<file path="config.mk">
export PLATFORM = sky130hd
export DESIGN_NAME = subchannel_loop_switch_control
export DESIGN_NICKNAME = d
export VERILOG_FILES = /design/src/common/subch_pkg.sv /design/src/rtl/subchan_map.sv /design/src/rtl/subchannel_loop_switch_control.sv
export SDC_FILE = /design/constraint.sdc
export NUM_CORES = 2
export LEC_CHECK = 0
export BUFFER_PORTS_ARGS = -buffer_cell sky130_fd_sc_hd__buf_2
export CAP_MARGIN = 20
export CORE_MARGIN = 2
export CORE_UTILIZATION = 62
export DETAILED_ROUTE_END_ITERATION = 8
export PLACE_DENSITY = 0.8
export SYNTH_ARGS = -nofsm -noshare
export SYNTH_HDL_FRONTEND = slang
export SYNTH_HIERARCHICAL = 1
export SYNTH_SLANG_ARGS = --single-unit
</file>
<file path="constraint.sdc">
create_clock -name CLK -period 20.4 [get_ports CLK]
set_input_delay 3.06 -clock CLK [delete_from_list [all_inputs] [get_ports CLK]]
set_output_delay 3.06 -clock CLK [all_outputs]
set_load 0.01 [all_outputs]
</file>
<file path="src/common/subch_pkg.sv">
// Shared constants and types for the subchannel switching block
package subch_pkg;
    // Register byte offsets on the bus
    localparam logic [4:0] OFS_DATA = 5'h00;
    localparam logic [4:0] OFS_ADDR = 5'h04;
    localparam logic [4:0] OFS_CTRL = 5'h08;
    localparam logic [4:0] OFS_CSEL = 5'h0C;
    localparam logic [4:0] OFS_STAT = 5'h10;
    // Reset values
    localparam logic [7:0] RST_BYTE = 8'h00;
    localparam logic [3:0] RST_TS = 4'h0;
    localparam logic [7:0] IDLE_BYTE = 8'hFF;
    // Memory operation words written to the control register
    localparam logic [3:0] OP_CM_WRITE = 4'h7;
    localparam logic [7:0] OP_TS_WRITE = 8'h60;
    localparam logic [7:0] OP_PTR_WRITE = 8'h48;
    localparam logic [7:0] OP_PTR_READ = 8'hC8;
    localparam logic [7:0] OP_CODE_READ = 8'hF0;
    // Switching codes
    localparam logic [3:0] CODE_NONE = 4'h0;
    localparam logic [3:0] CODE_64K = 4'h1;
    localparam logic [3:0] CODE_32K_HI = 4'h3;
    localparam logic [3:0] CODE_16K_B0 = 4'h4;
    localparam logic [3:0] CODE_16K_B2 = 4'h6;
    localparam logic [3:0] CODE_16K_B6 = 4'h7;
    // Port subchannel select values
    localparam logic [1:0] SEL_LOW = 2'h3;
    localparam logic [1:0] SEL_MID = 2'h1;
    localparam logic [1:0] SEL_HIGH = 2'h2;
    // Field positions
    localparam int PTR_DIR_BIT = 7;
    localparam int CODE_MSB = 3;
    localparam int PORT_BITS = 2;
    // Bit masks of the subchannel widths
    localparam logic [7:0] MASK_8 = 8'hFF;
    localparam logic [7:0] MASK_4 = 8'h0F;
    localparam logic [7:0] MASK_2 = 8'h03;

    typedef struct packed {
        logic valid;
        logic [2:0] pcm_lsb;
        logic [2:0] cfi_lsb;
        logic [7:0] mask;
    } subch_t;
endpackage

</file>
<file path="src/rtl/subchan_map.sv">
// Decoder from switching code and port select to subchannel placement
`timescale 1ns/1ps
module subchan_map
    import subch_pkg::*;
(
    input wire logic [3:0] code,
    input wire logic [1:0] sel,
    output subch_t map
);
    always_comb begin
        map = '{valid: 1'b0, pcm_lsb: 3'h0, cfi_lsb: 3'h0, mask: MASK_8};
        if (code == CODE_64K) begin
            map.valid = 1'b1; // [RULE_05]
        end else if (code == CODE_16K_B0) begin
            map = '{valid: 1'b1, pcm_lsb: 3'h0, cfi_lsb: 3'h0, mask: MASK_2}; // [RULE_01]
        end else if (code == CODE_16K_B2) begin
            map = '{valid: 1'b1, pcm_lsb: 3'h2, cfi_lsb: 3'h0, mask: MASK_2}; // [RULE_02]
        end else if (code == CODE_32K_HI) begin
            map = '{valid: 1'b1, pcm_lsb: 3'h4, cfi_lsb: 3'h0, mask: MASK_4}; // [RULE_03]
        end else if (code == CODE_16K_B6) begin
            map = '{valid: 1'b1, pcm_lsb: 3'h6, cfi_lsb: 3'h0, mask: MASK_2}; // [RULE_04]
        end
        // Position inside the configurable-interface slot follows the port select
        if (map.mask == MASK_2) begin
            case (sel)
                SEL_LOW: map.cfi_lsb = 3'h0; // [RULE_09]
                SEL_MID: map.cfi_lsb = 3'h4; // [RULE_10]
                SEL_HIGH: map.cfi_lsb = 3'h2; // [RULE_11]
                default: map.cfi_lsb = 3'h6;
            endcase
        end else if (map.mask == MASK_4) begin
            case (sel)
                SEL_LOW: map.cfi_lsb = 3'h0; // [RULE_09]
                SEL_MID: map.cfi_lsb = 3'h0; // [RULE_10]
                SEL_HIGH: map.cfi_lsb = 3'h4; // [RULE_11]
                default: map.cfi_lsb = 3'h4;
            endcase
        end
    end
endmodule

</file>
<file path="src/rtl/subchannel_loop_switch_control.sv">
// Time slot switch with subchannel codes, tristate field and loops
//
// Our own choices: the Wishbone register port and the register offsets.
`timescale 1ns/1ps
// What this block does
// (RULE_01) Code 0100 switches PCM bits 1..0
// (RULE_02) Code 0110 switches PCM bits 3..2
// (RULE_03) Code 0011 switches PCM bits 7..4
// (RULE_04) Code 0111 switches PCM bits 7..6
// (RULE_05) Code 0001 switches the full byte
// (RULE_06) Operation 0110 0000 writes tristate field
// (RULE_07) All-zero tristate field releases the whole slot
// (RULE_08) Tristate bit k drives bits 2k+1, 2k
// (RULE_09) Select 11: 16k at 1..0, 32k at 3..0
// (RULE_10) Select 01: 16k at 5..4, 32k at 3..0
// (RULE_11) Select 10: 16k at 3..2, 32k at 7..4
// (RULE_12) Same-interface loops route over the opposite interface
// (RULE_13) PCM loop uses spare downstream and upstream slots
// (RULE_14) Software may release the loop's opposite slot
// (RULE_15) Software points source upstream entry to spare slot
// (RULE_16) Spare slot drive follows its tristate field
// (RULE_17) Same pointer downstream reads the upstream memory
// (RULE_18) One subchannel per interface slot, many per PCM
// (RULE_19) Leading-zero code marks a switched channel
module subchannel_loop_switch_control
    import subch_pkg::*;
#(
    parameter int NSLOT = 32,
    parameter int SW = 5
) (
    input wire logic CLK,
    input wire logic RSTN,
    input wire logic CYC_I,
    input wire logic STB_I,
    input wire logic WE_I,
    input wire logic [4:0] ADR_I,
    input wire logic [31:0] DAT_I,
    input wire logic [3:0] SEL_I,
    output logic [31:0] DAT_O,
    output logic ACK_O,
    input wire logic [7:0] PCM_RX_DATA,
    input wire logic [7:0] CFI_RX_DATA,
    output logic [7:0] PCM_TX_DATA,
    output logic [7:0] PCM_TX_OE,
    output logic [7:0] CFI_TX_DATA,
    output logic [SW-1:0] TX_SLOT
);
    // Control memory entry: code in the upper nibble, pointer in the low byte
    typedef struct packed {
        logic [3:0] code;
        logic [7:0] ptr;
    } cm_entry_t;

    typedef struct packed {
        cm_entry_t [NSLOT-1:0] cm_dn;
        cm_entry_t [NSLOT-1:0] cm_up;
        logic [NSLOT-1:0][7:0] dm_dn;
        logic [NSLOT-1:0][7:0] dm_up;
        logic [NSLOT-1:0][3:0] ts;
        logic [7:0] mem_access_data_reg;
        logic [7:0] mem_access_addr_reg;
        logic [7:0] mem_access_ctrl_reg;
        logic [7:0] cfi_subchannel_select_reg;
        logic pend;
        logic [SW-1:0] slot;
        logic [SW-1:0] tx_slot;
        logic [7:0] pcm_tx;
        logic [7:0] pcm_oe;
        logic [7:0] cfi_tx;
        logic ack;
        logic [31:0] dat;
    } state_t;

    state_t s_reg;
    state_t s_next;

    cm_entry_t dn_entry;
    cm_entry_t up_entry;
    logic [1:0] port_sel;
    subch_t dn_map;
    subch_t up_map;

    logic [SW-1:0] cur;
    logic [SW-1:0] dn_idx;
    logic [SW-1:0] up_idx;
    logic [SW-1:0] acc_idx;
    logic [7:0] dn_src;
    logic [7:0] dn_bits;
    logic [7:0] cfi_out;
    logic [7:0] up_src;
    logic [7:0] up_bits;
    logic [7:0] up_keep;
    logic bus_req;

    // Expand a tristate field to one enable per slot bit
    function automatic logic [7:0] expand_ts(input logic [3:0] f);
        logic [7:0] oe;
        oe = 8'h00;
        for (int k = 0; k < 4; k++) begin
            oe[2*k] = f[k];
            oe[2*k+1] = f[k];
        end
        return oe;
    endfunction

    // Leading-zero, non-zero code means the slot is switched
    function automatic logic is_switched(input logic [3:0] c);
        return (c[CODE_MSB] == 1'b0) && (c != CODE_NONE);
    endfunction

    assign cur = s_reg.slot;
    assign dn_entry = s_reg.cm_dn[cur];
    assign up_entry = s_reg.cm_up[cur];
    assign port_sel = s_reg.cfi_subchannel_select_reg[2*cur[PORT_BITS-1:0] +: 2];
    assign dn_idx = dn_entry.ptr[SW-1:0];
    assign up_idx = up_entry.ptr[SW-1:0];
    assign acc_idx = s_reg.mem_access_addr_reg[SW-1:0];
    assign bus_req = CYC_I && STB_I && !s_reg.ack;

    subchan_map u_dn_map (
        .code(dn_entry.code),
        .sel(port_sel),
        .map(dn_map)
    );

    subchan_map u_up_map (
        .code(up_entry.code),
        .sel(port_sel),
        .map(up_map)
    );

    // Downstream path: pick the data memory the pointer names
    always_comb begin
        if (dn_entry.ptr[PTR_DIR_BIT]) begin
            dn_src = s_reg.dm_up[dn_idx]; // [RULE_17] [RULE_12]
        end else begin
            dn_src = s_reg.dm_dn[dn_idx];
        end
        dn_bits = (dn_src >> dn_map.pcm_lsb) & dn_map.mask;
        cfi_out = IDLE_BYTE;
        if (is_switched(dn_entry.code) && dn_map.valid) begin // [RULE_19]
            // Only one subchannel lands in the slot; the rest stays idle
            cfi_out = (IDLE_BYTE & ~(dn_map.mask << dn_map.cfi_lsb))
                | (dn_bits << dn_map.cfi_lsb); // [RULE_18]
        end
    end

    // Upstream path: merge the subchannel into the addressed PCM byte
    always_comb begin
        if (up_entry.ptr[PTR_DIR_BIT]) begin
            up_src = CFI_RX_DATA;
        end else begin
            // Pointer with cleared direction bit takes the internal downstream output
            up_src = cfi_out; // [RULE_13]
        end
        up_bits = (up_src >> up_map.cfi_lsb) & up_map.mask;
        up_keep = s_reg.dm_up[up_idx] & ~(up_map.mask << up_map.pcm_lsb); // [RULE_18]
    end

    always_comb begin
        s_next = s_reg;
        s_next.slot = SW'(s_reg.slot + 1'b1);
        s_next.tx_slot = cur;

        // Receive side fills the data memories
        s_next.dm_dn[cur] = PCM_RX_DATA;
        if (is_switched(up_entry.code) && up_map.valid) begin // [RULE_19]
            s_next.dm_up[up_idx] = up_keep | (up_bits << up_map.pcm_lsb); // [RULE_12]
        end

        // Transmit side; a released bit pair is not driven
        s_next.cfi_tx = cfi_out;
        s_next.pcm_tx = s_reg.dm_up[cur];
        s_next.pcm_oe = expand_ts(s_reg.ts[cur]); // [RULE_07] [RULE_08] [RULE_16]

        // Memory operation runs one cycle after the control write
        if (s_reg.pend) begin
            s_next.pend = 1'b0;
            if (s_reg.mem_access_ctrl_reg == OP_TS_WRITE) begin
                s_next.ts[acc_idx] = s_reg.mem_access_data_reg[3:0]; // [RULE_06]
            end else if (s_reg.mem_access_ctrl_reg == OP_PTR_WRITE) begin
                if (s_reg.mem_access_addr_reg[PTR_DIR_BIT]) begin
                    s_next.cm_up[acc_idx].ptr = s_reg.mem_access_data_reg;
                end else begin
                    s_next.cm_dn[acc_idx].ptr = s_reg.mem_access_data_reg;
                end
            end else if (s_reg.mem_access_ctrl_reg[7:4] == OP_CM_WRITE) begin
                // Pointer and code are stored together, as for loops
                if (s_reg.mem_access_addr_reg[PTR_DIR_BIT]) begin
                    s_next.cm_up[acc_idx] = '{code: s_reg.mem_access_ctrl_reg[3:0], ptr: s_reg.mem_access_data_reg};
                end else begin
                    s_next.cm_dn[acc_idx] = '{code: s_reg.mem_access_ctrl_reg[3:0], ptr: s_reg.mem_access_data_reg};
                end
            end else if (s_reg.mem_access_ctrl_reg == OP_PTR_READ) begin
                if (s_reg.mem_access_addr_reg[PTR_DIR_BIT]) begin
                    s_next.mem_access_data_reg = s_reg.cm_up[acc_idx].ptr;
                end else begin
                    s_next.mem_access_data_reg = s_reg.cm_dn[acc_idx].ptr;
                end
            end else if (s_reg.mem_access_ctrl_reg == OP_CODE_READ) begin
                if (s_reg.mem_access_addr_reg[PTR_DIR_BIT]) begin
                    s_next.mem_access_data_reg = {4'h0, s_reg.cm_up[acc_idx].code};
                end else begin
                    s_next.mem_access_data_reg = {4'h0, s_reg.cm_dn[acc_idx].code};
                end
            end
        end

        // Bus slave: answer one cycle after the request, drop ack the next
        s_next.ack = bus_req;
        s_next.dat = 32'h0000_0000;
        if (bus_req && WE_I && SEL_I[0]) begin
            if (ADR_I == OFS_DATA) begin
                s_next.mem_access_data_reg = DAT_I[7:0];
            end else if (ADR_I == OFS_ADDR) begin
                s_next.mem_access_addr_reg = DAT_I[7:0];
            end else if (ADR_I == OFS_CTRL) begin
                s_next.mem_access_ctrl_reg = DAT_I[7:0];
                s_next.pend = 1'b1;
            end else if (ADR_I == OFS_CSEL) begin
                s_next.cfi_subchannel_select_reg = DAT_I[7:0];
            end
        end else if (bus_req && !WE_I) begin
            if (ADR_I == OFS_DATA) begin
                s_next.dat = {24'h00_0000, s_reg.mem_access_data_reg};
            end else if (ADR_I == OFS_ADDR) begin
                s_next.dat = {24'h00_0000, s_reg.mem_access_addr_reg};
            end else if (ADR_I == OFS_CTRL) begin
                s_next.dat = {24'h00_0000, s_reg.mem_access_ctrl_reg};
            end else if (ADR_I == OFS_CSEL) begin
                s_next.dat = {24'h00_0000, s_reg.cfi_subchannel_select_reg};
            end else if (ADR_I == OFS_STAT) begin
                s_next.dat = {16'h0000, 8'(s_reg.slot), 7'h00, s_reg.pend};
            end
        end
    end

    always_ff @(posedge CLK or negedge RSTN) begin
        if (!RSTN) begin
            s_reg <= '0;
            s_reg.cfi_tx <= IDLE_BYTE;
            s_reg.mem_access_data_reg <= RST_BYTE;
            s_reg.cfi_subchannel_select_reg <= RST_BYTE;
        end else begin
            s_reg <= s_next;
        end
    end

    assign DAT_O = s_reg.dat;
    assign ACK_O = s_reg.ack;
    assign PCM_TX_DATA = s_reg.pcm_tx;
    assign PCM_TX_OE = s_reg.pcm_oe;
    assign CFI_TX_DATA = s_reg.cfi_tx;
    assign TX_SLOT = s_reg.tx_slot;
endmodule

</file>
==> impl_metrics.toml <==
[status]
status = "complete, no violations"

[detailed_routing]
routed_wire_length_per_instance_um = 31.88
route.vias.total = 60670
ant_nets = 0
avgViaCountPerCell = 7.456
drt_pass1_iterations = 7
drt_drc_violations_left = 0
wirelength_mm = 259.4
initial_detailed_routing_violation_count = 10020

[sta]
unrepaired_setup_endpoints_after_global_routing = "false"
worst-slew-pin-transition_ns = 1.362
finalHoldWorstSlack_ns = 0.4886
final.setup_skew_ns = 0.03760
timing.final.crit_period_ns = 11.17
post-route-period-util_pct = 54.76
report.final.setup_viol = 0
slew_headroom_pct = 8.333
report.final.hold_viol_count = 0
max_freq_ghz = 0.08951
setup_slack_ns = 9.229
setup-tns-final_ns = 0
final-max-slew-violation-count = 0

[layout]
leading_cell_type_in_the_layout_fill_and_taps_excluded = "sky130_fd_sc_hd__dfrtp_1"
most_used_cells_in_the_layout_excluding_fill_and_tap_cells = "sky130_fd_sc_hd__dfrtp_1 (1,458), sky130_fd_sc_hd__mux2_2 (1,358), sky130_fd_sc_hd__mux4_2 (436)"
layout.core_utilization_pct = 67.17
fillCellCount = 9210
area_growth_pct = 7.736
layout-drive-gt1-share_pct = 38.54
final_cell_count_no_fill = 8136
finish.net_count = 6311

[yosys]
synth_area_sq_um = 81750
yosys_register_bits = 1485
asyncSetResetFlopFracSynth_pct = 100.0
ys_seq_area_share_pct = 45.47
ys_types = 121
synth_enable_flop_cells = 0
warning_count_from_the_yosys_run = 6
synthesis.instances = 6506
yosys_most_used_dff = "sky130_fd_sc_hd__dfrtp_1"
syn-mean-instance-area_sq_um = 12.57

[setup_path]
cp_common_cell = "sky130_fd_sc_hd__buf_4"
critical_path.reg2reg.endpoint = "s_reg[290]"
r2r.worst_path.cells = 27
worst_setup_path_start_kind = "register"
cp_top_family = "compound AO/OA/AOI/OAI gates"
critical_path_class = "register to register"
r2r_setup_slk_ns = 9.23
crit_path_top_delay_cell = "sky130_fd_sc_hd__dfrtp_4"
worstSetupStartpoint = "cur[0]"
endpoint_kind = "register"
crit_path_max_fanout = 86
max_incr_delay_on_cp_ns = 0.99
r2r_start = "cur[0]"
critical_path_required_ns = 21.03
timing.critical_path.buf_inv = 7
cp_data_arrival_time_ns = 11.80

[power]
cellPowerDensity_nw_per_um2 = 70.19
vdd_ir_drop_max_uv = 86.48
power.leakage_nw = 37.70

[cts]
cts_htree_levels = 4
cts_hold_buffers = 0
post_cts_setup_inserts = 0
cts_sinks = 1485
cts_tree = "built"
worstSkewPairLatency_ns = 0.82
numCtsBuffers = 158
cts-root-to-sink-buffers = 3
worst_setup_hold_path_clk_slew_ns = 0.06
clock_tree_root = "sky130_fd_sc_hd__clkbuf_16"
cts_resized = 0

[hold_path]
worst_hold_path.endpoint = "ACK_O"
hold-path-cell-count = 1
hold_path.startpoint = "ACK_O"
min-delay-path-class = "register to register"

[global_routing]
first_global_vias = 59760
grt_max_degree = 172
antenna_violations_before_repair = 19
track_usage_pct = 38.09
gr-total-overflow = 0
grt_first_pass_wirelength_mm = 386.5

[floorplanning]
die_width_um = 367.1
ios = 124
core_area_sq_um = 131100
initial_utilization_pct = 62.34
fp.dieArea_sq_um = 134800
fp-row-count = 133
die-height_um = 367.1

[job]
max_cap_viol_count = 0

[placed_design]
post-place-cells = 7828
place_congestion = 1.003
hpwlAfterDp_mm = 161.9
post-place-ws_ns = 9.250
io_buffers = 77
==> logic make-up (layout without fill, tap and decap cells) <==
| group | count (synthesis) | after routing | synth area share [%] |
|---|---|---|---|
| AO/OA/AOI/OAI | 997 | 997 | 8.661 |
| flip-flops | 1485 | 1485 | 45.47 |
| XOR/XNOR | 2 | 2 | 0.02143 |
| AND/OR/NAND/NOR | 1240 | 1240 | 7.401 |
| buffers and inverters | 724 | 571 | 4.389 |
| multiplexers | 2049 | 2049 | 33.98 |
| other | 5 | 33 | 0.02296 |
| adder cells (fa/ha/maj) | 4 | 4 | 0.06122 |
==> routing by layer <==
layer,wire length (um),up-vias,global-route usage [%]
li1,-,24020,-
met1,94170,31100,50.49
met2,112200,4371,54.10
met3,36490,1147,14.84
met4,16380,24,20.59
met5,173,-,0
==> per-stage QoR <==
stage / power, W / instance area (sq um)
after global routing: 0.006341 / 88070
after floorplan: 0.003181 / 81840
after CTS: 0.006174 / 87790
after detailed placement: 0.003302 / 82560
after global placement: 0.003293 / 82550
final: 0.006182 / 88080
==> cells in the mapped netlist (all sizes together) (8+ instances only) <==
cell / number / area [sq um]
nor3b: 34 / 255.2
a22oi: 190 / 1446
nand4: 60 / 375.4
or2: 8 / 50.05
mux2: 1382 / 15650
a22o: 51 / 446.7
mux4: 436 / 9819
and3: 31 / 193.9
a41oi: 28 / 252.8
nor3: 63 / 347.8
and2: 52 / 325.3
a21boi: 8 / 60.05
a31o: 9 / 78.83
dfrtp: 1477 / 36960
a31oi: 101 / 631.9
a221oi: 18 / 187.7
nor4: 26 / 202.7
o22ai: 28 / 187.7
or3: 10 / 62.56
clkbuf: 397 / 1490
a32o: 9 / 90.09
a211oi: 47 / 380.4
a311oi: 8 / 70.07
o311ai: 10 / 95.09
mux2i: 231 / 2312
a32oi: 22 / 192.7
buf: 289 / 1921
o21ai: 237 / 1197
o211ai: 22 / 170.2
nand3: 166 / 840.8
a2111oi: 9 / 116.4
nor2: 304 / 1144
nor4b: 9 / 93.84
nor2b: 22 / 137.6
nand2: 391 / 1470
a211o: 13 / 113.9
o31ai: 21 / 209.0
inv: 28 / 105.1
a21oi: 97 / 496.7
o2111ai: 13 / 120.1
dfstp: 8 / 210.2
nand2b: 15 / 93.84
==> worst register-to-register path: cells and delay by family, from the launching register on <==
family,cells,cell delay [ns]
AO/OA/AOI/OAI,12,3.83
buffers and inverters,7,3.86
flip-flops,1,0.99
AND/OR/NAND/NOR,7,1.67
multiplexers,1,0.64
==> layout make-up <==
cell class / instances / area, sq um / share of cell area (%)
tap: 1755 / 2196 / 2.493
timing repair buffer: 250 / 1967 / 2.233
clock inverter: 55 / 558.0 / 0.6336
inverter: 31 / 116.4 / 0.1321
clock buffer: 235 / 4668 / 5.300
sequential: 1485 / 37200 / 42.24
multi-input combinational: 4319 / 41350 / 46.95
antenna: 6 / 15.01 / 0.01705
==> worst max-delay path by stage <==
| stage | cells after the start | slack [ns] | end |
|---|---|---|---|
| after floorplan | 27 | 12.75 | s_reg[390] |
| after global placement | 27 | 9.41 | s_reg[328] |
| after detailed placement | 27 | 9.25 | s_reg[424] |
| after CTS | 27 | 9.20 | s_reg[424] |
| after global routing | 27 | 8.44 | s_reg[466] |
| final | 27 | 9.23 | s_reg[290] |
==> power by group <==
group,internal [W],leakage [nW],switching [W]
Combinational,0.0000706,15.6,0.000184
Clock,0.00167,2.58,0.00125
Sequential,0.00297,19.5,0.0000325
Total,0.00471,37.7,0.00147
Power figures use the tool's default switching activity.
